**src/hdl/lstm_pkg.sv**
```systemverilog
// Constants, modes and states of the line sensor trigger and mode controller.
// Assumes one 100 MHz system clock and a synchronous active-high reset.
// Overview of operation
// - Five modes: three internal, single-shot, external sync.
// - Modes work for storage and streaming alike.
// - Single-shot keeps sensor flushed; integration up to 500us.
// - Rising trigger edge meaning depends on mode.
// - Input pulse stretched 50 ns; source holds 8 ns.
// - Trigger output is one 500 ns high pulse.
// - Output pulse marks integration start, non-sync modes.
// - Programmable lead 0..1849us in shutter operation.
// - Mode, integration, lead changeable while running.
// - Shutter below 3710us integration, else non-shutter.
package lstm_pkg;
	localparam int unsigned CLK_PERIOD_NS = 10;
	localparam int unsigned US_NS         = 1000;
	localparam int unsigned CYC_PER_US    = US_NS / CLK_PERIOD_NS;
	// Least times round up, so the stretch never comes out short
	localparam int unsigned STRETCH_NS    = 50;
	localparam int unsigned STRETCH_CYC   = (STRETCH_NS + CLK_PERIOD_NS - 1) / CLK_PERIOD_NS;
	localparam int unsigned TRIG_OUT_NS   = 500;
	localparam int unsigned TRIG_OUT_CYC  = TRIG_OUT_NS / CLK_PERIOD_NS;
	localparam int unsigned TINT_W        = 26;
	localparam int unsigned LEAD_W        = 11;
	localparam logic [TINT_W-1:0] READOUT_US    = 26'h0000e7e;
	localparam logic [TINT_W-1:0] SINGLE_MAX_US = 26'h00001f4;
	localparam logic [TINT_W-1:0] TINT_MIN_US   = 26'h0000001;
	localparam logic [LEAD_W-1:0] LEAD_MAX_US   = 11'h739;
	typedef enum logic [2:0]
	{
		LSTM_SW_START  = 3'h0,
		LSTM_HW_START  = 3'h1,
		LSTM_HW_ENABLE = 3'h2,
		LSTM_SINGLE    = 3'h3,
		LSTM_EXT_SYNC  = 3'h4
	} lstm_mode_t;
	typedef enum logic [1:0]
	{
		LSTM_ST_WAIT = 2'h0,
		LSTM_ST_RUN  = 2'h1
	} lstm_state_t;
endpackage : lstm_pkg

```
**src/hdl/lstm_pulse.sv**
```systemverilog
// Retriggerable fixed-length pulse: busy stays high LEN cycles after the
// last start. Assumes start comes from logic on the same clock.
`timescale 1ns/1ps
module lstm_pulse
#(
	parameter int unsigned LEN = 5
)
(
	input  wire logic clk_sys,
	input  wire logic rst,
	input  wire logic start,
	output logic      busy
);
	localparam int unsigned W = $clog2(LEN + 1);
	logic [W-1:0] cnt_reg;

	always_ff @(posedge clk_sys)
	begin
		if (rst)
		begin
			cnt_reg <= '0;
			busy    <= 1'h0;
		end
		else if (start)
		begin
			cnt_reg <= W'(LEN - 1);
			busy    <= 1'h1;
		end
		else if (cnt_reg != '0)
		begin
			cnt_reg <= cnt_reg - 1'h1;
			busy    <= 1'h1;
		end
		else
			busy    <= 1'h0;
	end
endmodule : lstm_pulse

```
**src/hdl/lstm_ctrl.sv**
```systemverilog
// Acquisition timing controller: frame sequencing in microsecond steps,
// trigger input conditioning and trigger output generation.
// Assumes host settings arrive as plain ports on clk_sys; trig_in_pin is
// asynchronous and is synchronised here.
`timescale 1ns/1ps
module lstm_ctrl
#(
	parameter int unsigned US_CYCLES = lstm_pkg::CYC_PER_US
)
(
	input  wire logic                        clk_sys,
	input  wire logic                        rst,
	input  wire logic                        trig_in_pin,
	input  wire lstm_pkg::lstm_mode_t        mode_sel,
	input  wire logic [lstm_pkg::TINT_W-1:0] tint_us,
	input  wire logic [lstm_pkg::LEAD_W-1:0] lead_us,
	input  wire logic                        sw_capture,
	input  wire logic                        stream_sel,
	output logic                             trig_out,
	output logic                             shutter_mode,
	output logic                             sensor_flush,
	output logic                             single_fault,
	output logic                             frame_busy,
	output logic                             integ_start,
	output logic                             integ_end,
	output logic                             frame_capture,
	output logic                             frame_to_stream
);
	localparam int unsigned TW = lstm_pkg::TINT_W;
	localparam int unsigned UW = $clog2(US_CYCLES + 1);

	logic              sync1_reg, sync2_reg, stretch, stretch_d_reg, edge_det;
	logic [UW-1:0]     us_cnt_reg;
	logic              tick_reg;
	lstm_pkg::lstm_state_t state_reg;
	lstm_pkg::lstm_mode_t  mode_reg;
	logic [TW-1:0]     tint_reg, pos_reg, integ_at, fire_at, lead_ext;
	logic [lstm_pkg::LEAD_W-1:0] lead_reg;
	logic              shutter_next, internal_sel, single_ok, go, frame_end;
	logic              pos_new_reg, ev_integ, ev_fire, armed_reg;
	logic [TW-1:0]     tint_eff;

	// two-flop synchroniser ahead of the stretcher
	always_ff @(posedge clk_sys)
	begin
		if (rst)
		begin
			sync1_reg <= 1'h0;
			sync2_reg <= 1'h0;
		end
		else
		begin
			sync1_reg <= trig_in_pin;
			sync2_reg <= sync1_reg;
		end
	end

	lstm_pulse #(.LEN(lstm_pkg::STRETCH_CYC)) u_stretch
	(
		.clk_sys (clk_sys),
		.rst     (rst),
		.start   (sync2_reg),
		.busy    (stretch)
	);

	always_ff @(posedge clk_sys)
	begin
		if (rst)
			stretch_d_reg <= 1'h0;
		else
			stretch_d_reg <= stretch;
	end
	assign edge_det = stretch && !stretch_d_reg;

	// Microsecond tick; all frame timing counts whole microseconds
	always_ff @(posedge clk_sys)
	begin
		if (rst || state_reg == lstm_pkg::LSTM_ST_WAIT || us_cnt_reg == UW'(US_CYCLES - 1))
			us_cnt_reg <= '0;
		else
			us_cnt_reg <= us_cnt_reg + 1'h1;
	end
	always_ff @(posedge clk_sys)
	begin
		if (rst)
			tick_reg <= 1'h0;
		else
			tick_reg <= state_reg == lstm_pkg::LSTM_ST_RUN && us_cnt_reg == UW'(US_CYCLES - 1);
	end

	// sensor operation chosen from integration time
	assign tint_eff     = (tint_us < lstm_pkg::TINT_MIN_US) ? lstm_pkg::TINT_MIN_US : tint_us;
	assign shutter_next = tint_eff < lstm_pkg::READOUT_US;
	assign internal_sel = mode_sel == lstm_pkg::LSTM_SW_START
		|| mode_sel == lstm_pkg::LSTM_HW_START || mode_sel == lstm_pkg::LSTM_HW_ENABLE;
	// single-shot refused above the integration limit
	assign single_ok    = tint_eff <= lstm_pkg::SINGLE_MAX_US;

	// edge starts a frame in single-shot and sync modes
	always_comb
	begin
		go = 1'h0;
		if (internal_sel)
			go = 1'h1;
		else if (mode_sel == lstm_pkg::LSTM_SINGLE)
			go = edge_det && single_ok;
		else if (mode_sel == lstm_pkg::LSTM_EXT_SYNC)
			go = edge_det;
	end

	// Frame ends after readout (shutter) or after integration (non-shutter)
	assign frame_end = state_reg == lstm_pkg::LSTM_ST_RUN && tick_reg
		&& pos_reg == (shutter_mode ? lstm_pkg::READOUT_US : tint_reg) - 1'h1;

	always_ff @(posedge clk_sys)
	begin
		if (rst)
			state_reg <= lstm_pkg::LSTM_ST_WAIT;
		else
		begin
			case (state_reg)
				lstm_pkg::LSTM_ST_WAIT:
					if (go)
						state_reg <= lstm_pkg::LSTM_ST_RUN;
				lstm_pkg::LSTM_ST_RUN:
					if (frame_end)
						state_reg <= lstm_pkg::LSTM_ST_WAIT;
				default:
					state_reg <= lstm_pkg::LSTM_ST_WAIT;
			endcase
		end
	end

	// settings taken at each frame start so a frame stays consistent
	always_ff @(posedge clk_sys)
	begin
		if (rst)
		begin
			mode_reg        <= lstm_pkg::LSTM_SW_START;
			tint_reg        <= lstm_pkg::TINT_MIN_US;
			lead_reg        <= '0;
			shutter_mode    <= 1'h1;
			frame_to_stream <= 1'h0;
		end
		else if (state_reg == lstm_pkg::LSTM_ST_WAIT && go)
		begin
			mode_reg        <= mode_sel;
			tint_reg        <= tint_eff;
			lead_reg        <= (lead_us > lstm_pkg::LEAD_MAX_US) ? lstm_pkg::LEAD_MAX_US : lead_us;
			shutter_mode    <= shutter_next;
			// destination tag only, timing is identical
			frame_to_stream <= stream_sel;
		end
	end

	always_ff @(posedge clk_sys)
	begin
		if (rst || state_reg == lstm_pkg::LSTM_ST_WAIT)
			pos_reg <= '0;
		else if (tick_reg && !frame_end)
			pos_reg <= pos_reg + 1'h1;
	end
	always_ff @(posedge clk_sys)
	begin
		if (rst)
			pos_new_reg <= 1'h0;
		else
			pos_new_reg <= (state_reg == lstm_pkg::LSTM_ST_WAIT && go) || (tick_reg && !frame_end);
	end

	// lead taken off integration start, clipped at frame start
	assign lead_ext = {{(TW - lstm_pkg::LEAD_W){1'h0}}, lead_reg};
	assign integ_at = shutter_mode ? lstm_pkg::READOUT_US - tint_reg : '0;
	assign fire_at  = (shutter_mode && integ_at > lead_ext) ? integ_at - lead_ext
		: (shutter_mode ? '0 : integ_at);
	assign ev_integ = pos_new_reg && pos_reg == integ_at;
	// sync mode fires at integration end instead
	assign ev_fire  = (mode_reg == lstm_pkg::LSTM_EXT_SYNC) ? frame_end
		: (pos_new_reg && pos_reg == fire_at);

	lstm_pulse #(.LEN(lstm_pkg::TRIG_OUT_CYC)) u_trig_out
	(
		.clk_sys (clk_sys),
		.rst     (rst),
		.start   (ev_fire),
		.busy    (trig_out)
	);

	// armed by an edge only while sw_capture is high; sw_capture low clears it
	always_ff @(posedge clk_sys)
	begin
		if (rst)
			armed_reg <= 1'h0;
		else if (edge_det && mode_sel == lstm_pkg::LSTM_HW_START && sw_capture)
			armed_reg <= 1'h1;
		else if (!sw_capture || mode_sel != lstm_pkg::LSTM_HW_START)
			armed_reg <= 1'h0;
	end

	always_ff @(posedge clk_sys)
	begin
		if (rst)
		begin
			integ_start   <= 1'h0;
			integ_end     <= 1'h0;
			frame_capture <= 1'h0;
		end
		else
		begin
			integ_start <= ev_integ;
			integ_end   <= frame_end;
			if (ev_integ)
			begin
				case (mode_reg)
					lstm_pkg::LSTM_HW_START:  frame_capture <= armed_reg;
					lstm_pkg::LSTM_HW_ENABLE: frame_capture <= stretch;
					lstm_pkg::LSTM_SINGLE:    frame_capture <= 1'h1;
					default:                  frame_capture <= sw_capture;
				endcase
			end
		end
	end

	always_ff @(posedge clk_sys)
	begin
		if (rst)
		begin
			sensor_flush <= 1'h0;
			single_fault <= 1'h0;
			frame_busy   <= 1'h0;
		end
		else
		begin
			// flush while waiting for the single shot
			sensor_flush <= mode_sel == lstm_pkg::LSTM_SINGLE
				&& !(state_reg == lstm_pkg::LSTM_ST_RUN || go);
			single_fault <= mode_sel == lstm_pkg::LSTM_SINGLE && !single_ok;
			frame_busy   <= state_reg == lstm_pkg::LSTM_ST_RUN || go;
		end
	end

	// Assertion helpers: length of the last high run of each pulse; the stretch
	// count saturates, as a held trigger level may last a whole frame
	logic [7:0] out_len_reg, str_len_reg;
	always_ff @(posedge clk_sys)
	begin
		out_len_reg <= rst ? 8'h00 : (trig_out ? out_len_reg + 8'h01 : 8'h00);
	end
	always_ff @(posedge clk_sys)
	begin
		if (rst || !stretch)
			str_len_reg <= 8'h00;
		else if (str_len_reg != 8'hff)
			str_len_reg <= str_len_reg + 8'h01;
	end
endmodule : lstm_ctrl

```
**config.mk**
```make
export PLATFORM = sky130hd
export DESIGN_NAME = lstm_ctrl
export DESIGN_NICKNAME = d
export VERILOG_FILES = /design/src/hdl/lstm_pkg.sv /design/src/hdl/lstm_pulse.sv /design/src/hdl/lstm_ctrl.sv
export SDC_FILE = /design/constraint.sdc
export NUM_CORES = 1
export LEC_CHECK = 0
export BUFFER_PORTS_ARGS = -buffer_cell sky130_fd_sc_hd__buf_4
export CAP_MARGIN = 0
export CORE_UTILIZATION = 55
export DETAILED_ROUTE_END_ITERATION = 12
export GPL_TIMING_DRIVEN = 0
export PLACE_DENSITY_LB_ADDON = 0.05
export SETUP_SLACK_MARGIN = 0.02
export SLEW_MARGIN = 5
export SYNTH_ARGS = -nofsm -noshare
export SYNTH_HDL_FRONTEND = slang
export SYNTH_SLANG_ARGS = --single-unit
```
**constraint.sdc**
```tcl
create_clock -name clk_sys -period 10.21 [get_ports clk_sys]
set_input_delay 2.042 -clock clk_sys [delete_from_list [all_inputs] [get_ports clk_sys]]
set_output_delay 2.042 -clock clk_sys [all_outputs]
set_load 0.05 [all_outputs]
```
==> metrics.md <==
| Metric | Value |
|---|---|
| Crit path largest cell delay | 0.61 ns |
| Register area share after synthesis | 0.2458 |
| Worst skew pair latency | 0.36 ns |
| RD Place Congestion | 0.9982 |
| CP delay by family, top | buffers and inverters |
| Ys Warns | 0 |
| FILL cells | 1344 |
| First-pass GRT wire length | 39.61 mm |
| Tcrit/Tclk final | 0.7255 |
| Number of enable flip-flop cells after synthesis | 0 |
| Min cycle time layout | 7.407 ns |
| Detailed Place HPWL | 19.46 mm |
| DR DRC count | 0 |
| Final Max Slew Viols | 0 |
| Antenna Cells | 0 |
| Most used cell, CP | clkbuf_1 |
| Max Fclk | 135.0 MHz |
| Post-synth top flop | dfxtp_1 |
| Initial DRT Pass Iterations | 7 |
| RSZ-0062 raised after global routing | no |
| Share of cells above drive strength 1 | 0.08974 |
| CTS Buf Count | 9 |
| Final count of hold timing violations | 0 |
| Area occupied by multi-input gates | 5594 um2 |
| Rel. slew slack | 0.04307 |
| Die Wd | 123.1 um |
| Initial Util | 0.5720 |
| Final non-filler cell total | 1350 |
| Clock Pin Slew Worst Setup and Hold Paths | 0.07 ns |
| Wire per inst | 18.49 um |
| CP Max Fanout | 10 |
| Post-Route Setup TNS | 0 ns |
| Setup Viol. Count Final | 0 |
| Cell Area, Placed | 8686 um2 |
| Worst Path Buf+Inv | 7 |
| Slack of the critical path | 2.803 ns |
| Outcome | finished, final reports clean |
| Setup crit end kind | register |
| # nets final | 1231 |
| Synth Net Count | 1167 |
| Total GRT Usage | 0.3406 |
| TritonCTS Sinks | 99 |
| Most frequent cells in the layout | nand2_1 (134), dfxtp_1 (99), nor2_1 (95), a21oi_1 (85), xnor2_1 (77) |
| Worst EP arrival | 7.63 ns |
| CTS root buffer | clkbuf_16 |
| Count of cell types in the netlist | 83 |
| Async S/R FF share, synth | 0 |
| Worst path cell trace | clkbuf_1, clkbuf_1, buf_2, clkbuf_1, clkbuf_1, buf_1, nand2_1, ha_1, inv_1, fa_1, a21oi_1, o211ai_1, a21o_1, a21oi_1, o2111a_1, a31oi_1, nand2_1, nor3_1, o32ai_1, nand4bb_1, a2111o_1, nor4b_1 |
| Syn Inst Count | 1101 |
| Routed wire length | 24.97 mm |
| Placed Cells | 1334 |
| Most common cell after layout, fill and taps aside | nand2_1 |
| Slowest cell on crit path | a31oi_1 |
| Vias in the first global route | 7620 |
| Initial antenna violation count | 0 |
| Die Height | 123.1 um |
| Worst-Margin Slew | 1.417 ns |
| Area of the die | 15150 um2 |
| Via count | 8462 |
| DR iter-0 viols | 836 |
| WS Path Type | reg2reg |
| Cts hold-fix bufs | 0 |
| CTS tree | done |
| Total power | 1.369 mW |
| Final Util | 0.6364 |
| Clock Tree Buf Depth | 2 |
| Final Cell Area | 8971 um2 |
| H-tree Lvls | 3 |
| Post-CTS Setup Repair Bufs | 0 |
| Syn Area/Cell | 7.323 um2 |
| Port bufs | 53 |
| Via density | 6.268 |
| Worst hold path class | reg2reg |
| Yosys reg bits | 99 |
| # resized after CTS | 0 |
| IO Pins | 54 |
| Mapped cell area | 8063 um2 |
| Core Box Area | 14100 um2 |
| Total gr overflow | 0 |
| Lkg Pwr | 3.207 nW |
| Layout overhead on the synthesized area | 11.27% |
| Clk_skew | 0.01146 ns |
| Max rail drop VDD | 0.1641 mV |
| PwrDens | 152.6 nW/um2 |
| Max-Cap Viols | 0 |
| Hold_ws | 0.4447 ns |
| Num rows | 43 |
| Register area | 1982 um2 |
| DP Worst Slack | 3.136 ns |
| Critical Path RT | 10.43 ns |
| CP startpoint kind | register |
| DRT antenna net count | 0 |
| Largest net degree at the start of global routing | 19 |
-- final timing paths --
path | from | to | slack (ns) | cells after the start
min | us_cnt_reg[0]$_SDFF_PP0_ | us_cnt_reg[0]$_SDFF_PP0_ | 0.44 | 1
min reg2reg | us_cnt_reg[0]$_SDFF_PP0_ | us_cnt_reg[0]$_SDFF_PP0_ | 0.44 | 1
max reg2reg | shutter_mode$_SDFFE_PP1P_ | u_trig_out.cnt_reg[1]$_SDFFE_PP0P_ | 2.80 | 22
max | shutter_mode$_SDFFE_PP1P_ | u_trig_out.cnt_reg[1]$_SDFFE_PP0P_ | 2.80 | 22
-- cells by family after synthesis --
family | count (synthesis) | share of synthesized area
compound gates | 239 | 0.2008
xor+xnor | 124 | 0.1364
fa+ha+maj | 23 | 0.03600
buf+inv | 122 | 0.06037
flops | 99 | 0.2458
mux | 8 | 0.01009
simple gates | 486 | 0.3105
-- cells in the mapped netlist, types with 25 or more instances --
master / instances / area (um2)
clkbuf_1: 66 / 247.7
o21ai_0: 31 / 155.2
xor2_1: 46 / 402.9
nand4_1: 25 / 156.4
nor3_1: 37 / 185.2
inv_1: 36 / 135.1
nor2_1: 95 / 356.6
xnor2_1: 77 / 674.4
dfxtp_1: 99 / 1982
nor4_1: 34 / 212.7
a21oi_1: 85 / 425.4
nand2_1: 134 / 503.0
nand3_1: 38 / 190.2
-- area by class of cell --
cell class / count / area share
plain buffers: 85 / 0.03877
clock buffers: 10 / 0.02552
clock inverters: 6 / 0.006276
inverters: 37 / 0.01548
multi-input cells: 880 / 0.6236
flip-flops and latches: 99 / 0.2209
well taps: 180 / 0.02510
repair buffers: 53 / 0.04435
-- report_power, final --
part	switching (mW)	internal (mW)
Sequential	0.0262	0.419
Combinational	0.356	0.233
Clock	0.164	0.171
Total	0.546	0.823
-- layer usage --
layer,track usage,vias to the layer above,wire length (um)
li1,-,4090,-
met1,0.4497,3930,11140
met2,0.5579,378,11160
met3,0.05397,64,1910
met4,0.1273,0,759
met5,0,-,0
No activity file was read; power rests on OpenSTA's default activity.
